## src/wdt_pkg.sv

```systemverilog
package wdt_pkg;

	// ==========================================
	// Bus and register map
	localparam int ADDR_W = 12;
	localparam int DATA_W = 32;
	localparam logic [11:0] MODE_OFS = 12'h000;
	localparam logic [11:0] CMD_OFS = 12'h004;
	localparam logic [11:0] STATUS_OFS = 12'h008;
	localparam logic [1:0] RESP_OKAY = 2'h0;
	localparam logic [1:0] RESP_SLVERR = 2'h2;

	// ==========================================
	// Mode register fields
	localparam int MODE_EN_BIT = 7;
	localparam int MODE_PER_LSB = 4;
	localparam int MODE_PER_W = 3;
	localparam int MODE_IDLE_BIT = 2;
	localparam int MODE_ACT_BIT = 1;
	localparam logic [7:0] MODE_RST = 8'h82;
	localparam logic [7:0] MODE_WMASK = 8'hF7;

	// ==========================================
	// Status register fields
	localparam int STAT_OFF_BIT = 0;
	localparam int STAT_FAULT_BIT = 1;
	localparam int STAT_HOLD_BIT = 2;

	// ==========================================
	// Command codes
	localparam logic [7:0] CODE_DISABLE = 8'hB1;
	localparam logic [7:0] CODE_CLEAR = 8'h4E;

	// ==========================================
	// Timing
	localparam int BASE_SHIFT = 15;
	localparam int PER_STEP = 2;
	localparam logic [2:0] PER_SEL_MAX = 3'h5;
	localparam int HOLD_STATES = 32;
	localparam int HOLD_W = 6;

	typedef enum logic [1:0]
	{
		ST_RUN = 2'b00,
		ST_HOLD = 2'b01,
		ST_OFF = 2'b11
	} wdt_state_t;

endpackage

```

## src/regbus_if.sv

```systemverilog
`timescale 1ns/1ps
interface regbus_if;
	import wdt_pkg::*;
	logic wr_en;
	logic [ADDR_W-1:0] wr_addr;
	logic [DATA_W-1:0] wr_data;
	logic [3:0] wr_strb;
	logic wr_err;
	logic rd_en;
	logic [ADDR_W-1:0] rd_addr;
	logic [DATA_W-1:0] rd_data;
	logic rd_err;

	modport initiator
	(
		output wr_en, wr_addr, wr_data, wr_strb, rd_en, rd_addr,
		input wr_err, rd_data, rd_err
	);
	modport target
	(
		input wr_en, wr_addr, wr_data, wr_strb, rd_en, rd_addr,
		output wr_err, rd_data, rd_err
	);
endinterface

```

## src/axil_slave.sv

```systemverilog
`timescale 1ns/1ps
module axil_slave
(
	input wire logic aclk,
	input wire logic aresetn,
	input wire logic [wdt_pkg::ADDR_W-1:0] awaddr,
	input wire logic awvalid,
	output logic awready,
	input wire logic [wdt_pkg::DATA_W-1:0] wdata,
	input wire logic [3:0] wstrb,
	input wire logic wvalid,
	output logic wready,
	output logic [1:0] bresp,
	output logic bvalid,
	input wire logic bready,
	input wire logic [wdt_pkg::ADDR_W-1:0] araddr,
	input wire logic arvalid,
	output logic arready,
	output logic [wdt_pkg::DATA_W-1:0] rdata,
	output logic [1:0] rresp,
	output logic rvalid,
	input wire logic rready,
	regbus_if.initiator rb
);
	import wdt_pkg::*;

	logic aw_have_q, aw_have_d, w_have_q, w_have_d;
	logic [ADDR_W-1:0] awaddr_q, awaddr_d;
	logic [DATA_W-1:0] wdata_q, wdata_d;
	logic [3:0] wstrb_q, wstrb_d;
	logic awready_q, awready_d, wready_q, wready_d, bvalid_q, bvalid_d;
	logic [1:0] bresp_q, bresp_d, rresp_q, rresp_d;
	logic arready_q, arready_d, rvalid_q, rvalid_d;
	logic [DATA_W-1:0] rdata_q, rdata_d;
	logic fire;

	// ==========================================
	// Write path: address and data in either order
	always_comb
	begin
		fire = aw_have_q && w_have_q && !bvalid_q;
		aw_have_d = aw_have_q;
		w_have_d = w_have_q;
		awaddr_d = awaddr_q;
		wdata_d = wdata_q;
		wstrb_d = wstrb_q;
		bvalid_d = bvalid_q;
		bresp_d = bresp_q;
		if (awvalid && awready_q)
		begin
			aw_have_d = 1'b1;
			awaddr_d = awaddr;
		end
		if (wvalid && wready_q)
		begin
			w_have_d = 1'b1;
			wdata_d = wdata;
			wstrb_d = wstrb;
		end
		if (bvalid_q && bready)
			bvalid_d = 1'b0;
		if (fire)
		begin
			aw_have_d = 1'b0;
			w_have_d = 1'b0;
			bvalid_d = 1'b1;
			bresp_d = rb.wr_err ? RESP_SLVERR : RESP_OKAY;
		end
		awready_d = !aw_have_d && !bvalid_d;
		wready_d = !w_have_d && !bvalid_d;
		rb.wr_en = fire;
		rb.wr_addr = awaddr_q;
		rb.wr_data = wdata_q;
		rb.wr_strb = wstrb_q;
	end

	// ==========================================
	// Read path: data sampled at the address edge
	always_comb
	begin
		rb.rd_en = arvalid && arready_q;
		rb.rd_addr = araddr;
		rvalid_d = rvalid_q;
		rdata_d = rdata_q;
		rresp_d = rresp_q;
		if (rvalid_q && rready)
			rvalid_d = 1'b0;
		if (rb.rd_en)
		begin
			rvalid_d = 1'b1;
			rdata_d = rb.rd_data;
			rresp_d = rb.rd_err ? RESP_SLVERR : RESP_OKAY;
		end
		arready_d = !rvalid_d;
	end

	always_ff @(posedge aclk)
	begin
		if (!aresetn)
		begin
			aw_have_q <= 1'b0;
			w_have_q <= 1'b0;
			awaddr_q <= '0;
			wdata_q <= '0;
			wstrb_q <= '0;
			awready_q <= 1'b0;
			wready_q <= 1'b0;
			bvalid_q <= 1'b0;
			bresp_q <= RESP_OKAY;
			arready_q <= 1'b0;
			rvalid_q <= 1'b0;
			rdata_q <= '0;
			rresp_q <= RESP_OKAY;
		end
		else
		begin
			aw_have_q <= aw_have_d;
			w_have_q <= w_have_d;
			awaddr_q <= awaddr_d;
			wdata_q <= wdata_d;
			wstrb_q <= wstrb_d;
			awready_q <= awready_d;
			wready_q <= wready_d;
			bvalid_q <= bvalid_d;
			bresp_q <= bresp_d;
			arready_q <= arready_d;
			rvalid_q <= rvalid_d;
			rdata_q <= rdata_d;
			rresp_q <= rresp_d;
		end
	end

	assign awready = awready_q;
	assign wready = wready_q;
	assign bvalid = bvalid_q;
	assign bresp = bresp_q;
	assign arready = arready_q;
	assign rvalid = rvalid_q;
	assign rdata = rdata_q;
	assign rresp = rresp_q;
endmodule

```

## src/watchdog_timer.sv

```systemverilog
// Added by the designer: register access over AXI4-Lite and the register addresses.
`timescale 1ns/1ps
// Notes on behaviour
// Binary counter on system clock; overflow after 2^15..2^25 clocks.
// Action bit 0: overflow raises the non-maskable interrupt.
// Interrupt also sets the watchdog flag in the NMI source register.
// Action bit 1: overflow resets the chip for 32 states, clock to internal oscillator.
// Overflow drives fault output low; clear code returns it high.
// Command byte: B1 disables, 4E clears, others do nothing.
// Counting starts right after reset with no software help.
// In idle the idle-run bit decides whether counting continues.
// Software disables the watchdog before either deep stop mode.
// Counter holds still while the processor is in debug.
// Period select is software written and resets to 000.
// Enable bit resets to 1; watchdog runs after every reset.
// Disable: clear enable, then write B1; counter stops and clears.
// Setting enable to 1 again resumes counting.
// Action bit resets to 1, so overflow gives an internal reset.
// Software writes the clear code before each overflow.
// Period codes 000..101 in steps of two powers; 110 and 111 prohibited.
// Idle-run bit 0 stops the counter in idle, 1 keeps it running.
// Disable code is ignored while the enable bit is still 1.
module watchdog_timer
#(
	parameter int BASE_SHIFT = wdt_pkg::BASE_SHIFT
)
(
	input wire logic aclk,
	input wire logic aresetn,
	input wire logic [wdt_pkg::ADDR_W-1:0] awaddr,
	input wire logic [2:0] awprot,
	input wire logic awvalid,
	output logic awready,
	input wire logic [wdt_pkg::DATA_W-1:0] wdata,
	input wire logic [3:0] wstrb,
	input wire logic wvalid,
	output logic wready,
	output logic [1:0] bresp,
	output logic bvalid,
	input wire logic bready,
	input wire logic [wdt_pkg::ADDR_W-1:0] araddr,
	input wire logic [2:0] arprot,
	input wire logic arvalid,
	output logic arready,
	output logic [wdt_pkg::DATA_W-1:0] rdata,
	output logic [1:0] rresp,
	output logic rvalid,
	input wire logic rready,
	input wire logic idle_mode,
	input wire logic debug_mode,
	output logic overflow_interrupt,
	output logic nmi_source0_flag_set,
	output logic sys_reset_req,
	output logic clock_to_internal_osc,
	output logic fault_output_n
);
	import wdt_pkg::*;

	localparam int CNT_W = BASE_SHIFT + 10;

	regbus_if rb();

	wdt_state_t state_q, state_d;
	logic [7:0] mode_q, mode_d;
	logic [HOLD_W-1:0] hold_cnt_q, hold_cnt_d;
	logic fault_n_q, fault_n_d;
	logic nmi_q, nmi_d;
	logic rst_req_q, rst_req_d;
	logic [CNT_W-1:0] count;
	logic ovf, run, clr_cnt;
	logic mode_wr, cmd_wr, code_clear, code_disable;
	logic enable_bit, idle_run, action_reset;

	// ==========================================
	// Bus slave
	axil_slave u_bus
	(
		.aclk(aclk),
		.aresetn(aresetn),
		.awaddr(awaddr),
		.awvalid(awvalid),
		.awready(awready),
		.wdata(wdata),
		.wstrb(wstrb),
		.wvalid(wvalid),
		.wready(wready),
		.bresp(bresp),
		.bvalid(bvalid),
		.bready(bready),
		.araddr(araddr),
		.arvalid(arvalid),
		.arready(arready),
		.rdata(rdata),
		.rresp(rresp),
		.rvalid(rvalid),
		.rready(rready),
		.rb(rb)
	);

	// ==========================================
	// Register decode
	always_comb
	begin
		// Only byte lane 0 carries the fields; other lanes are read-as-zero
		mode_wr = rb.wr_en && rb.wr_addr == MODE_OFS && rb.wr_strb[0];
		cmd_wr = rb.wr_en && rb.wr_addr == CMD_OFS && rb.wr_strb[0];
		code_clear = cmd_wr && rb.wr_data[7:0] == CODE_CLEAR;
		code_disable = cmd_wr && rb.wr_data[7:0] == CODE_DISABLE;
		rb.wr_err = !(rb.wr_addr == MODE_OFS || rb.wr_addr == CMD_OFS
			|| rb.wr_addr == STATUS_OFS);
		rb.rd_err = 1'b0;
		rb.rd_data = '0;
		case (rb.rd_addr)
			MODE_OFS:
				rb.rd_data = {24'h00_0000, mode_q};
			CMD_OFS:
				rb.rd_data = '0;
			STATUS_OFS:
			begin
				rb.rd_data[STAT_OFF_BIT] = state_q == ST_OFF;
				rb.rd_data[STAT_FAULT_BIT] = !fault_n_q;
				rb.rd_data[STAT_HOLD_BIT] = state_q == ST_HOLD;
			end
			default:
				rb.rd_err = 1'b1;
		endcase
	end

	assign enable_bit = mode_q[MODE_EN_BIT];
	assign idle_run = mode_q[MODE_IDLE_BIT];
	assign action_reset = mode_q[MODE_ACT_BIT];

	// ==========================================
	// Counter
	always_comb
	begin
		// Debug and idle gate the count; software registers stay live
		run = state_q == ST_RUN && !debug_mode
			&& (!idle_mode || idle_run);
		clr_cnt = state_q != ST_RUN || code_clear
			|| (code_disable && !enable_bit);
	end

	wdt_counter #(.BASE(BASE_SHIFT), .CNT_W(CNT_W)) u_cnt
	(
		.aclk(aclk),
		.aresetn(aresetn),
		.run(run),
		.clear(clr_cnt),
		.period_sel(mode_q[MODE_PER_LSB +: MODE_PER_W]),
		.count(count),
		.overflow(ovf)
	);

	// ==========================================
	// Control state
	always_comb
	begin
		state_d = state_q;
		mode_d = mode_q;
		hold_cnt_d = hold_cnt_q;
		fault_n_d = fault_n_q;
		nmi_d = 1'b0;
		rst_req_d = rst_req_q;
		if (mode_wr)
			mode_d = rb.wr_data[7:0] & MODE_WMASK;
		// Clear first so a same-cycle overflow still pulls the output low
		if (code_clear && state_q != ST_HOLD)
			fault_n_d = 1'b1;
		case (state_q)
			ST_RUN:
			begin
				if (ovf)
				begin
					fault_n_d = 1'b0;
					if (action_reset)
					begin
						state_d = ST_HOLD;
						hold_cnt_d = '0;
						rst_req_d = 1'b1;
					end
					else
						nmi_d = 1'b1;
				end
				else if (code_disable && !enable_bit)
					state_d = ST_OFF;
			end
			ST_OFF:
			begin
				// Enable write wins over a disable code in the same word order
				if (mode_wr && rb.wr_data[MODE_EN_BIT])
					state_d = ST_RUN;
			end
			ST_HOLD:
			begin
				hold_cnt_d = hold_cnt_q + HOLD_W'(1);
				if (hold_cnt_q == HOLD_W'(HOLD_STATES - 1))
				begin
					// The chip-wide reset also restores this block
					state_d = ST_RUN;
					rst_req_d = 1'b0;
					mode_d = MODE_RST;
					fault_n_d = 1'b1;
					hold_cnt_d = '0;
				end
			end
			default:
			begin
				state_d = ST_RUN;
				rst_req_d = 1'b0;
			end
		endcase
	end

	always_ff @(posedge aclk)
	begin
		if (!aresetn)
		begin
			state_q <= ST_RUN;
			mode_q <= MODE_RST;
			hold_cnt_q <= '0;
			fault_n_q <= 1'b1;
			nmi_q <= 1'b0;
			rst_req_q <= 1'b0;
		end
		else
		begin
			state_q <= state_d;
			mode_q <= mode_d;
			hold_cnt_q <= hold_cnt_d;
			fault_n_q <= fault_n_d;
			nmi_q <= nmi_d;
			rst_req_q <= rst_req_d;
		end
	end

	assign overflow_interrupt = nmi_q;
	assign nmi_source0_flag_set = nmi_q;
	assign sys_reset_req = rst_req_q;
	assign clock_to_internal_osc = rst_req_q;
	assign fault_output_n = fault_n_q;

	// ==========================================
	// Checks
	logic [HOLD_W:0] hold_len_q, hold_len_d;

	always_comb
	begin
		hold_len_d = rst_req_q ? hold_len_q + (HOLD_W+1)'(1) : '0;
	end

	always_ff @(posedge aclk)
	begin
		if (!aresetn)
			hold_len_q <= '0;
		else
			hold_len_q <= hold_len_d;
	end
endmodule

```

## src/wdt_counter.sv

```systemverilog
`timescale 1ns/1ps
module wdt_counter
#(
	parameter int BASE = 15,
	parameter int CNT_W = BASE + 10
)
(
	input wire logic aclk,
	input wire logic aresetn,
	input wire logic run,
	input wire logic clear,
	input wire logic [2:0] period_sel,
	output logic [CNT_W-1:0] count,
	output logic overflow
);
	import wdt_pkg::*;

	logic [CNT_W-1:0] count_q, count_d, limit;
	logic [CNT_W:0] span;
	logic [2:0] sel;
	logic [5:0] shift;

	always_comb
	begin
		// Prohibited codes fall back to the longest period rather than wrap
		sel = (period_sel > PER_SEL_MAX) ? PER_SEL_MAX : period_sel;
		shift = 6'(BASE) + 6'(sel) * 6'(PER_STEP);
		span = (CNT_W+1)'(1) << shift;
		limit = span[CNT_W-1:0] - CNT_W'(1);
		// A shorter period chosen mid-count must still trip at once, not after a full wrap
		overflow = run && (count_q >= limit);
		count_d = count_q;
		if (clear)
			count_d = '0;
		else if (run)
			count_d = overflow ? '0 : count_q + CNT_W'(1);
	end

	always_ff @(posedge aclk)
	begin
		if (!aresetn)
			count_q <= '0;
		else
			count_q <= count_d;
	end

	assign count = count_q;
endmodule

```

## config.mk

```make
export PLATFORM = sky130hd
export DESIGN_NAME = watchdog_timer
export DESIGN_NICKNAME = d
export VERILOG_FILES = /design/src/wdt_pkg.sv /design/src/regbus_if.sv /design/src/axil_slave.sv /design/src/watchdog_timer.sv /design/src/wdt_counter.sv
export SDC_FILE = /design/constraint.sdc
export NUM_CORES = 1
export LEC_CHECK = 0
export ABC_AREA = 1
export CAP_MARGIN = 40
export CORE_ASPECT_RATIO = 0.7
export CORE_MARGIN = 8
export CORE_UTILIZATION = 45
export CTS_CLUSTER_SIZE = 30
export DETAILED_ROUTE_END_ITERATION = 16
export DONT_BUFFER_PORTS = 1
export PLACE_DENSITY_LB_ADDON = 0.05
export SYNTH_ARGS = -nofsm -noshare
export SYNTH_HDL_FRONTEND = slang
export SYNTH_SLANG_ARGS = --single-unit
```

## constraint.sdc

```tcl
create_clock -name aclk -period 3.8 [get_ports aclk]
set_clock_uncertainty 0.1 [all_clocks]
set_input_delay 0.19 -clock aclk [delete_from_list [all_inputs] [get_ports aclk]]
set_output_delay 0.19 -clock aclk [all_outputs]
set_load 0.005 [all_outputs]
```

* Word-level counts from Yosys, hierarchy flattened
Index checks and enable logic that the tools add are counted.
** Cells by class
- $add $sub $neg :: 4
- $lt $le $gt $ge :: 2
- Equal/unequal tests :: 16
- Shift-type cells :: 1
- Mux-type cells :: 36
- Bitwise logic cells :: 2
- Reductions and logical operators :: 46
** Operator list (number)
- $add A25 B1 Y25 const B :: 1
- $ge A25 B25 Y1 :: 1
- $mux W25 :: 1
- $shl A1 B6 Y25 const A :: 1
- $sub A25 B1 Y25 const B :: 1
- $eq A12 B3 Y1 const B :: 2
- $eq A12 B4 Y1 const B :: 2
- $logic_not A12 Y1 :: 2
- $mux W8 :: 3
- $logic_and A1 B1 Y1 :: 21
- $mux W6 :: 3
- $mux W1 :: 15
- $mux W2 :: 7
- $pmux W6 S2 :: 1
- $logic_not A1 Y1 :: 9
- $eq A8 B7 Y1 const B :: 1
- $eq A8 B8 Y1 const B :: 1
- $reduce_and A4 Y1 :: 2
- $add A6 B1 Y6 const B :: 1
- $eq A6 B5 Y1 const B :: 1
- $ne A2 B1 Y1 const B :: 3
- $pmux W2 S3 :: 1
- $pmux W3 S2 :: 1
- $reduce_and A3 Y1 :: 2
- other kinds (17) :: 24
** Word-level totals
- Bits in registers :: 108
- Output and inout bits :: 46

* Depth between registers and ports, before layout
Gate-level depths: netlist (run 1).
- Depth in word-level cells :: 9
- Mapped depth :: 16
- Depth with buffers taken out :: 16

* Hierarchy
Synthesis (run 1) repeated with hierarchy kept, for this count alone.
** Second synthesis, totals
- Cells, all modules :: 872
- Area total of the unflattened synthesis :: 6436.2 µm²
** Modules (own cells, without submodules)
- axil_slave :: instances 1, cells each 403, area an instance 3325.7 µm², sequential area each 1781.7 µm²
- wdt_counter :: instances 1, cells each 286, area an instance 1934.4 µm², sequential area each 500.5 µm²
- watchdog_timer :: instances 1, cells each 183, area an instance 1176.1 µm², sequential area each 380.4 µm²

* Worst setup path before layout (run 1)
OpenSTA, ideal clock, no wires.
- Path type :: register to register
- Start point :: register mode_q[6]
- End point :: register u_cnt.count_q[24] (netlist: u_cnt.count[24])
- Arrival :: 2.022 ns
- Slack :: 1.563 ns
- Cell stages (with the launch flop) :: 14
- Buffers on the path :: 2
- Path through :: dfxtp_1 > clkbuf_1 > o21ai_0 > ha_1 > nand2_1 > nor2_1 > nand2_1 > nor3_1 > nand2_1 > nand3_1 > nand2_1 > nand4_2 > buf_4 > nor2_1
** On the way
- Longest elaborated chain between the ends :: 8
** RTL lines
- from (decl) :: line watchdog_timer.sv:64 : logic [7:0] mode_q, mode_d;
- from (signal assigned) :: line watchdog_timer.sv:229 : mode_q <= mode_d;
- $gt A3 B3 Y1 :: line wdt_counter.sv:26 : sel = (period_sel > PER_SEL_MAX) ? PER_SEL_MAX : period_sel;
- $mux W3 * :: line wdt_counter.sv:26
- $add A4 B4 Y5 * :: line wdt_counter.sv:27 : shift = 6'(BASE) + 6'(sel) * 6'(PER_STEP);
- $shl A1 B6 Y25 * :: line wdt_counter.sv:28 : span = (CNT_W+1)'(1) << shift;
- $sub A25 B1 Y25 * :: line wdt_counter.sv:29 : limit = span[CNT_W-1:0] - CNT_W'(1);
- $ge A25 B25 Y1 * :: line wdt_counter.sv:31 : overflow = run && (count_q >= limit);
- $logic_and A1 B1 Y1 * :: line wdt_counter.sv:31
- $mux W25 * :: line wdt_counter.sv:36 : count_d = overflow ? '0 : count_q + CNT_W'(1);
- to (signal assigned) :: line wdt_counter.sv:44 : count_q <= count_d;
- to (decl) :: line wdt_counter.sv:18 : logic [CNT_W-1:0] count_q, count_d, limit;
Every way passes the cells marked *; elsewhere a longest branch is shown, timed or not.
A chain may end at the register's enable or synchronous reset.

* Worst setup path in the final report (run 1)
- Start point :: register mode_q[6]
- End point :: register u_cnt.count_q[1] (netlist: u_cnt.count[1])
The elaborated chain is that of the path after synthesis.

==> results of run 1 <==
-- registers in the layout, indices dropped and copies added, names as in the netlist --
register	count
u_bus.bvalid	1
u_bus.rvalid	1
u_bus.aw_have_q	1
mode_q	8
u_bus.bresp	1
fault_output_n	1
u_bus.w_have_q	1
clock_to_internal_osc	1
state_q	2
u_bus.arready	1
u_bus.rresp	1
u_bus.rb.wr_addr	12
hold_cnt_q	6
u_bus.rb.wr_strb	1
u_bus.rdata	8
u_bus.wready	1
u_bus.awready	1
u_cnt.count	25
nmi_source0_flag_set	1
u_bus.rb.wr_data	8
-- cell families after synthesis --
kind of cell    after synthesis  share of synthesized area [%]
simple gates                273                           27.7
buf+inv                     116                           12.7
compound gates               89                           10.8
flops                        82                           38.0
xor+xnor                     24                           4.86
fa+ha+maj                    20                           5.79
other cells                   2                          0.174
-- worst max-delay path: cells and delay by family, from the launching register on --
kind,cells,cell delay [ns]
simple gates,6,1.16
compound gates,3,0.73
flops,1,0.54
fa+ha+maj,1,0.35
-- worst paths after layout --
kind / start / endpoint / slack, ns / depth (start not counted)
hold reg to reg: u_bus.w_have_q$_SDFF_PN0_ / u_bus.wready$_SDFF_PN0_ / 0.32 / 1
setup / recovery: mode_q[6]$_SDFF_PN0_ / u_cnt.count[1]$_SDFFE_PP0P_ / 0.82 / 10
setup reg to reg: mode_q[6]$_SDFF_PN0_ / u_cnt.count[1]$_SDFFE_PP0P_ / 0.82 / 10
hold / removal: arvalid / u_bus.rdata[0]$_SDFFE_PN0P_ / 0.03 / 3
-- power groups by stage --
stage               registers [mW]  logic (mW)  clock network, mW
global route                 0.952       0.305              0.887
CTS                          0.946       0.264              0.850
global placement             0.963       0.233                  0
floorplan                    0.954       0.219                  0
finish                       0.946       0.265              0.825
detailed placement           0.965       0.239                  0
-- area by class of cell --
type / count / area share (%)
Multi-Input combinational cell: 438 / 46.2
Sequential cell: 82 / 33.8
Inverter: 75 / 5.80
Clock buffer: 12 / 5.28
Timing Repair Buffer: 24 / 5.05
Tap cell: 128 / 3.30
Clock inverter: 4 / 0.541
-- cell usage in the layout (no fill, tap or decap), drive strengths merged --
| cell | synthesis | routed |
|---|---|---|
| nor2 | 114 | 114 |
| nand2 | 100 | 100 |
| dfxtp | 82 | 82 |
| inv | 75 | 75 |
| o21ai | 41 | 41 |
| a21oi | 38 | 38 |
| conb | 2 | 32 |
| dlygate4sd3 | 0 | 23 |
| nand3 | 23 | 23 |
| ha | 20 | 20 |
| nor3 | 19 | 19 |
| xor2 | 15 | 15 |
| clkbuf | 10 | 12 |
| xnor2 | 9 | 9 |
| nand4 | 6 | 6 |
| nand3b | 4 | 4 |
| o22ai | 3 | 3 |
| nor4 | 3 | 3 |
| clkinv | 0 | 3 |
| or2 | 2 | 2 |
| o211ai | 2 | 2 |
| and2 | 1 | 1 |
| nor3b | 1 | 1 |
| a21o | 1 | 1 |
| o21bai | 1 | 1 |
| o21a | 1 | 1 |
| a211oi | 1 | 1 |
| o31ai | 1 | 1 |
| clkinvlp | 0 | 1 |
| buf | 31 | 1 |
-- metal layers --
metal	track usage, %	up-vias	part of all wire, %
li1	-	1918	-
met1	20.9	1614	50
met2	23.0	115	40
met3	5.85	14	8.3
met4	4.90	0	1.4
met5	0	-	0
-- what timing repair did --
item	in CTS	in global routing
setup endpoints to repair	0	0
endpoints found under the hold margin	38	0
hold buffers	23	0
==> results.ini, run 1 <==
[routing]
drt-initial-drc-count=206
vias=3661
drc_errors=0
viasPerCell=4.80
totalWireLength_um=9990
dr.pass1.iters=5
wl_per_cell_um=13.1
final_antenna_net_count=0

[critical_path]
cp_slowest_cell=nand4_2
critical-path-max-stage-delay_ns=0.61
cp-start-kind=flop
critPathKind=flop to flop
worstPathMaxFanout=25
critPathArrivalTime_ns=3.11
critPathRequiredTime_ns=3.93
crit_chain=o21ai_0, ha_1, a21o_1, nor2_1, nand2_1, nor2_1, nand3_1, nand2_1, nand4_2, a21oi_1
end_kind=flop

[logic_synthesis]
netlist-cell-type-count=35
synth_area_leader_cell=dfxtp_1
synth_warnings=0
netlist_area_mm2=0.00432
syn_inst=606
synthTopCellsByArea=dfxtp_1 (38%), nor2_1 (9.3%), nand2_1 (8.5%)
synthFlopType=dfxtp_1
synth.avg_cell_area_um2=7.13
synth_seq_cells=82
synth_common_cells=nor2_1 (107), nand2_1 (98), dfxtp_1 (82), inv_1 (75), o21ai_0 (41)
synth_top_area_share_pct=38.0
ys_seq_area_share_pct=38.0
synth_edf_count=0
async_flop_share_pct=0
synth.most_common_cell=nor2_1

[clock_network]
cts-htree-levels=3
cts.sinks=82
path_clk_slew_ns=0.06
post_cts_buffers=0
cts_root_buf=clkbuf_16
cts_tree=yes
cts_made_buffers=9
cts-resized-gates=0
clk-insertion-delay-late_ns=0.33
clockBufferDepth=2

[power]
p_switching_uw=564
pwr-share-clk_pct=40.5
finalPower_mw=2.04
combPwrFrac_pct=13.0
power.density_mw_per_mm2=419
irDropWorstVdd_v=0.000245
p_leak_nw=2.10
sequentialPowerShare_pct=46.5
internal_power_mw=1.47
switching_share_pct=27.7

[timing]
rsz0062_at_grt=false
tightest_slew_ns=0.753
max_clock_freq_mhz=336
period_needed_ns=2.98
setup_tns_ns=0
hold_viol_final=0
drv_slew=0
finalSetupViolCount=0
fin_crit_sh_pct=78.3
maxSlewHeadroom_pct=49.7
fin_ws_ns=0.824
holdWs_ns=0.0299

[die]
die_h_um=98.0
io_pins=121
die_w_um=133
std_cell_rows=30
dieArea_mm2=0.0130
core_area_mm2=0.00953
start_util_pct=45.3

[global_route]
gr-total-overflow=0
antenna_found_initial=0
grtUsageTotal_pct=15.7
grt_pass1_wl_um=16800
grt_pass1_vias=3455
grt_max_degree=34

[placed_design]
placedCellCount=723
placed_area_mm2=0.00433
place_ws_ns=0.841
portBuffers=0
hpwlAfterDp_um=7540
place_congestion=0.804

[layout]
seqCellArea_mm2=0.00164
layout-drive-gt1-share_pct=4.88
design_area_mm2=0.00486
fin_cells=763
diodes=0
multi_input_area_mm2=0.00225
fin_nets=725
utilization_pct=50.9
areaGrowthSynthToFinish_pct=12.4
nFillCells=946

[hold_path]
hp-class=input pin to flop

[flow_run]
drv_cap=0

[outcome]
status=completed

(Power assumes the default switching activity.)
==> run 2, diff against run 1 <==
==> constraint.sdc (replaced) <==
create_clock -name aclk -period 2.6 [get_ports aclk]
set_clock_uncertainty 0.1 [all_clocks]
set_input_delay 0.13 -clock aclk [delete_from_list [all_inputs] [get_ports aclk]]
set_output_delay 0.13 -clock aclk [all_outputs]
set_load 0.005 [all_outputs]
==> run 2 against run 1 <==
- combinational power is 62% higher
- sequential share of layout area is 0.52 points lower
- clock-buffer cell count is 1 lower
- register-to-register slack worse by 0.53 ns
- via count is 0.22% higher
- critical path depth is 5 higher
- worst setup slack worse by 0.53 ns
- first-iteration DRC count is 9.2% lower
- die area stayed put
- critical endpoint is now u_cnt.count[14]$_SDFFE_PP0P_
==> results.ini, run 2 (same netlist as run 1, synthesis figures left out) <==
[outcome]
status=completed

[critical_path]
rr_endpoint=u_cnt.count[14]$_SDFFE_PP0P_
cp_slowest_cell=dfxtp_2
path_buf_inv=3  ; +3
r2r_cells=15  ; +5
critPathKind=flop to flop
path_common_cell=nand2_1
reg2reg_from=mode_q[6]$_SDFF_PN0_
cp-start-kind=flop
critical-path-max-stage-delay_ns=0.37  ; -0.24 ns
critPathArrivalTime_ns=2.46  ; -0.65 ns
worstPathMaxFanout=25  ; unchanged
critPathRequiredTime_ns=2.76  ; -1.17 ns
cpLargestDelayFamily=simple AND/OR/NAND/NOR gates
end_kind=flop
crit_chain=buf_4, a21oi_1, ha_1, nand2_1, inv_1, nand2_1, nand2_1, nand2_1, nand2_1, nor2_1, nand3_1, nand2_2, nand4_2, buf_12, nor3_1
worst-r2r-setup-slack_ns=0.29  ; -0.53 ns

[routing]
drt-initial-drc-count=187  ; -9.2%
vias=3669  ; +0.22%
final_antenna_net_count=0  ; unchanged
wl_per_cell_um=13.0  ; -0.53%
totalWireLength_um=10000  ; +0.51%
viasPerCell=4.76  ; -0.82%
drc_errors=0  ; unchanged
dr.pass1.iters=5  ; unchanged

[die]
die_h_um=98.0  ; unchanged
start_util_pct=45.3  ; unchanged
io_pins=121  ; unchanged
die_w_um=133  ; unchanged
std_cell_rows=30  ; unchanged
core_area_mm2=0.00953  ; unchanged
dieArea_mm2=0.0130  ; unchanged

[timing]
hold_viol_final=0  ; unchanged
maxSlewHeadroom_pct=66.7  ; +17 points
fin_crit_sh_pct=88.7  ; +10 points
holdWs_ns=0.0635  ; +0.0336 ns
finalSetupViolCount=0  ; unchanged
period_needed_ns=2.31  ; -0.670 ns
max_clock_freq_mhz=434  ; +29%
drv_slew=0  ; unchanged
setup_tns_ns=0  ; unchanged
tightest_slew_ns=0.498  ; -0.255 ns
rsz0062_at_grt=false

[layout]
fin_cells=771  ; +1.0%
utilization_pct=51.9  ; +0.92 points
layout-drive-gt1-share_pct=6.07  ; +1.2 points
layout_common_cells=nor2_1 (107), nand2_1 (96), dfxtp_1 (79)
final_common_cell=nor2_1
seqCellArea_mm2=0.00165  ; +0.23%
multi_input_area_mm2=0.00225  ; +0.22%
diodes=0  ; unchanged
fin_nets=735  ; +1.4%
nFillCells=939  ; -0.74%
areaGrowthSynthToFinish_pct=14.4
largest_reg_flops=25  ; unchanged

[power]
irDropWorstVdd_v=0.000328  ; +34%
p_leak_nw=2.15  ; +2.1%
finalPower_mw=2.92  ; +44%
power.density_mw_per_mm2=591  ; +41%

[clock_network]
clk-insertion-delay-late_ns=0.33  ; about the same
cts_root_buf=clkbuf_16
cts-htree-levels=3  ; unchanged
clockBufferDepth=2  ; unchanged
post_cts_buffers=0  ; unchanged
cts_tree=yes
cts.sinks=82  ; unchanged
cts_made_buffers=9  ; unchanged
path_clk_slew_ns=0.06  ; about the same

[placed_design]
portBuffers=0  ; unchanged
placedCellCount=729  ; +0.83%
hpwlAfterDp_um=7590  ; +0.67%
place_congestion=0.787  ; -2.1%

[hold_path]
hp-start=araddr[2]
holdPathEnd=u_bus.rresp[1]$_SDFFE_PN0P_
min_path_cells=4  ; +1
hp-class=input pin to flop

[flow_run]
drv_cap=0  ; unchanged

[global_route]
grtUsageTotal_pct=15.5  ; -0.19 points
grt_pass1_wl_um=16700  ; -0.58%
grt_max_degree=35  ; +2.9%
grt_pass1_vias=3412  ; -1.2%
antenna_found_initial=0  ; unchanged
gr-total-overflow=0  ; unchanged

run 2: worst max path at each step:
stage,start,end,slack [ns],cells after the start
2_1_floorplan,mode_q[6]$_SDFF_PN0_,u_cnt.count[24]$_SDFFE_PP0P_,0.36,13
3_3_place_gp,mode_q[6]$_SDFF_PN0_,hold_cnt_q[1]$_SDFFE_PN0P_,0.15,13
3_5_place_dp,mode_q[6]$_SDFF_PN0_,hold_cnt_q[4]$_SDFFE_PN0P_,0.12,16
4_1_cts,mode_q[6]$_SDFF_PN0_,hold_cnt_q[4]$_SDFFE_PN0P_,0.11,13
5_1_grt,mode_q[6]$_SDFF_PN0_,u_cnt.count[6]$_SDFFE_PP0P_,0.02,15
6_report,mode_q[6]$_SDFF_PN0_,u_cnt.count[14]$_SDFFE_PP0P_,0.29,15
run 2: per-layer routing:
| metal | share of wire (%) | vias up | track usage [%] |
|---|---|---|---|
| met2 | 40 | 109 | 22.3 |
| met3 | 7.8 | 5 | 5.18 |
| li1 | - | 1933 | - |
| met1 | 52 | 1622 | 21.7 |
| met4 | 0.50 | 0 | 3.61 |
| met5 | 0 | - | 0 |
run 2: what timing repair did:
action                                  in CTS  in global routing
hold buffers                                27                  0
endpoints found under the setup margin       0                 32
resized for setup                            0                  5
endpoints found under the hold margin       43                  0
run 2: worst min-delay path, stage by stage:
cell	delay, ns
nor3_1	0.03
nand2_1	0.12
nand2_1	0.07
a21oi_1	0.10
run 2: final cells by class:
cell class | count | share of cell area, %
clock inverters | 3 | 0.380
flip-flops and latches | 82 | 33.3
multi-input cells | 438 | 45.5
repair buffers | 34 | 7.19
well taps | 128 | 3.24
inverters | 75 | 5.69
clock buffers | 11 | 4.71
run 2: stage by stage:
step,setup WS (ns),instance area (µm²)
2_1_floorplan,0.363,4440
3_3_place_gp,0.154,4390
3_5_place_dp,0.118,4390
4_1_cts,0.108,4910
5_1_grt,0.0170,4940
6_report,0.294,4940
run 2: report_power, final:
part	internal [mW]	leakage [nW]	switching, mW	total, mW
registers	1.32	0.669	0.0587	1.38
clock network	0.635	0.125	0.478	1.11
logic	0.162	1.35	0.266	0.428
total	2.12	2.15	0.803	2.92
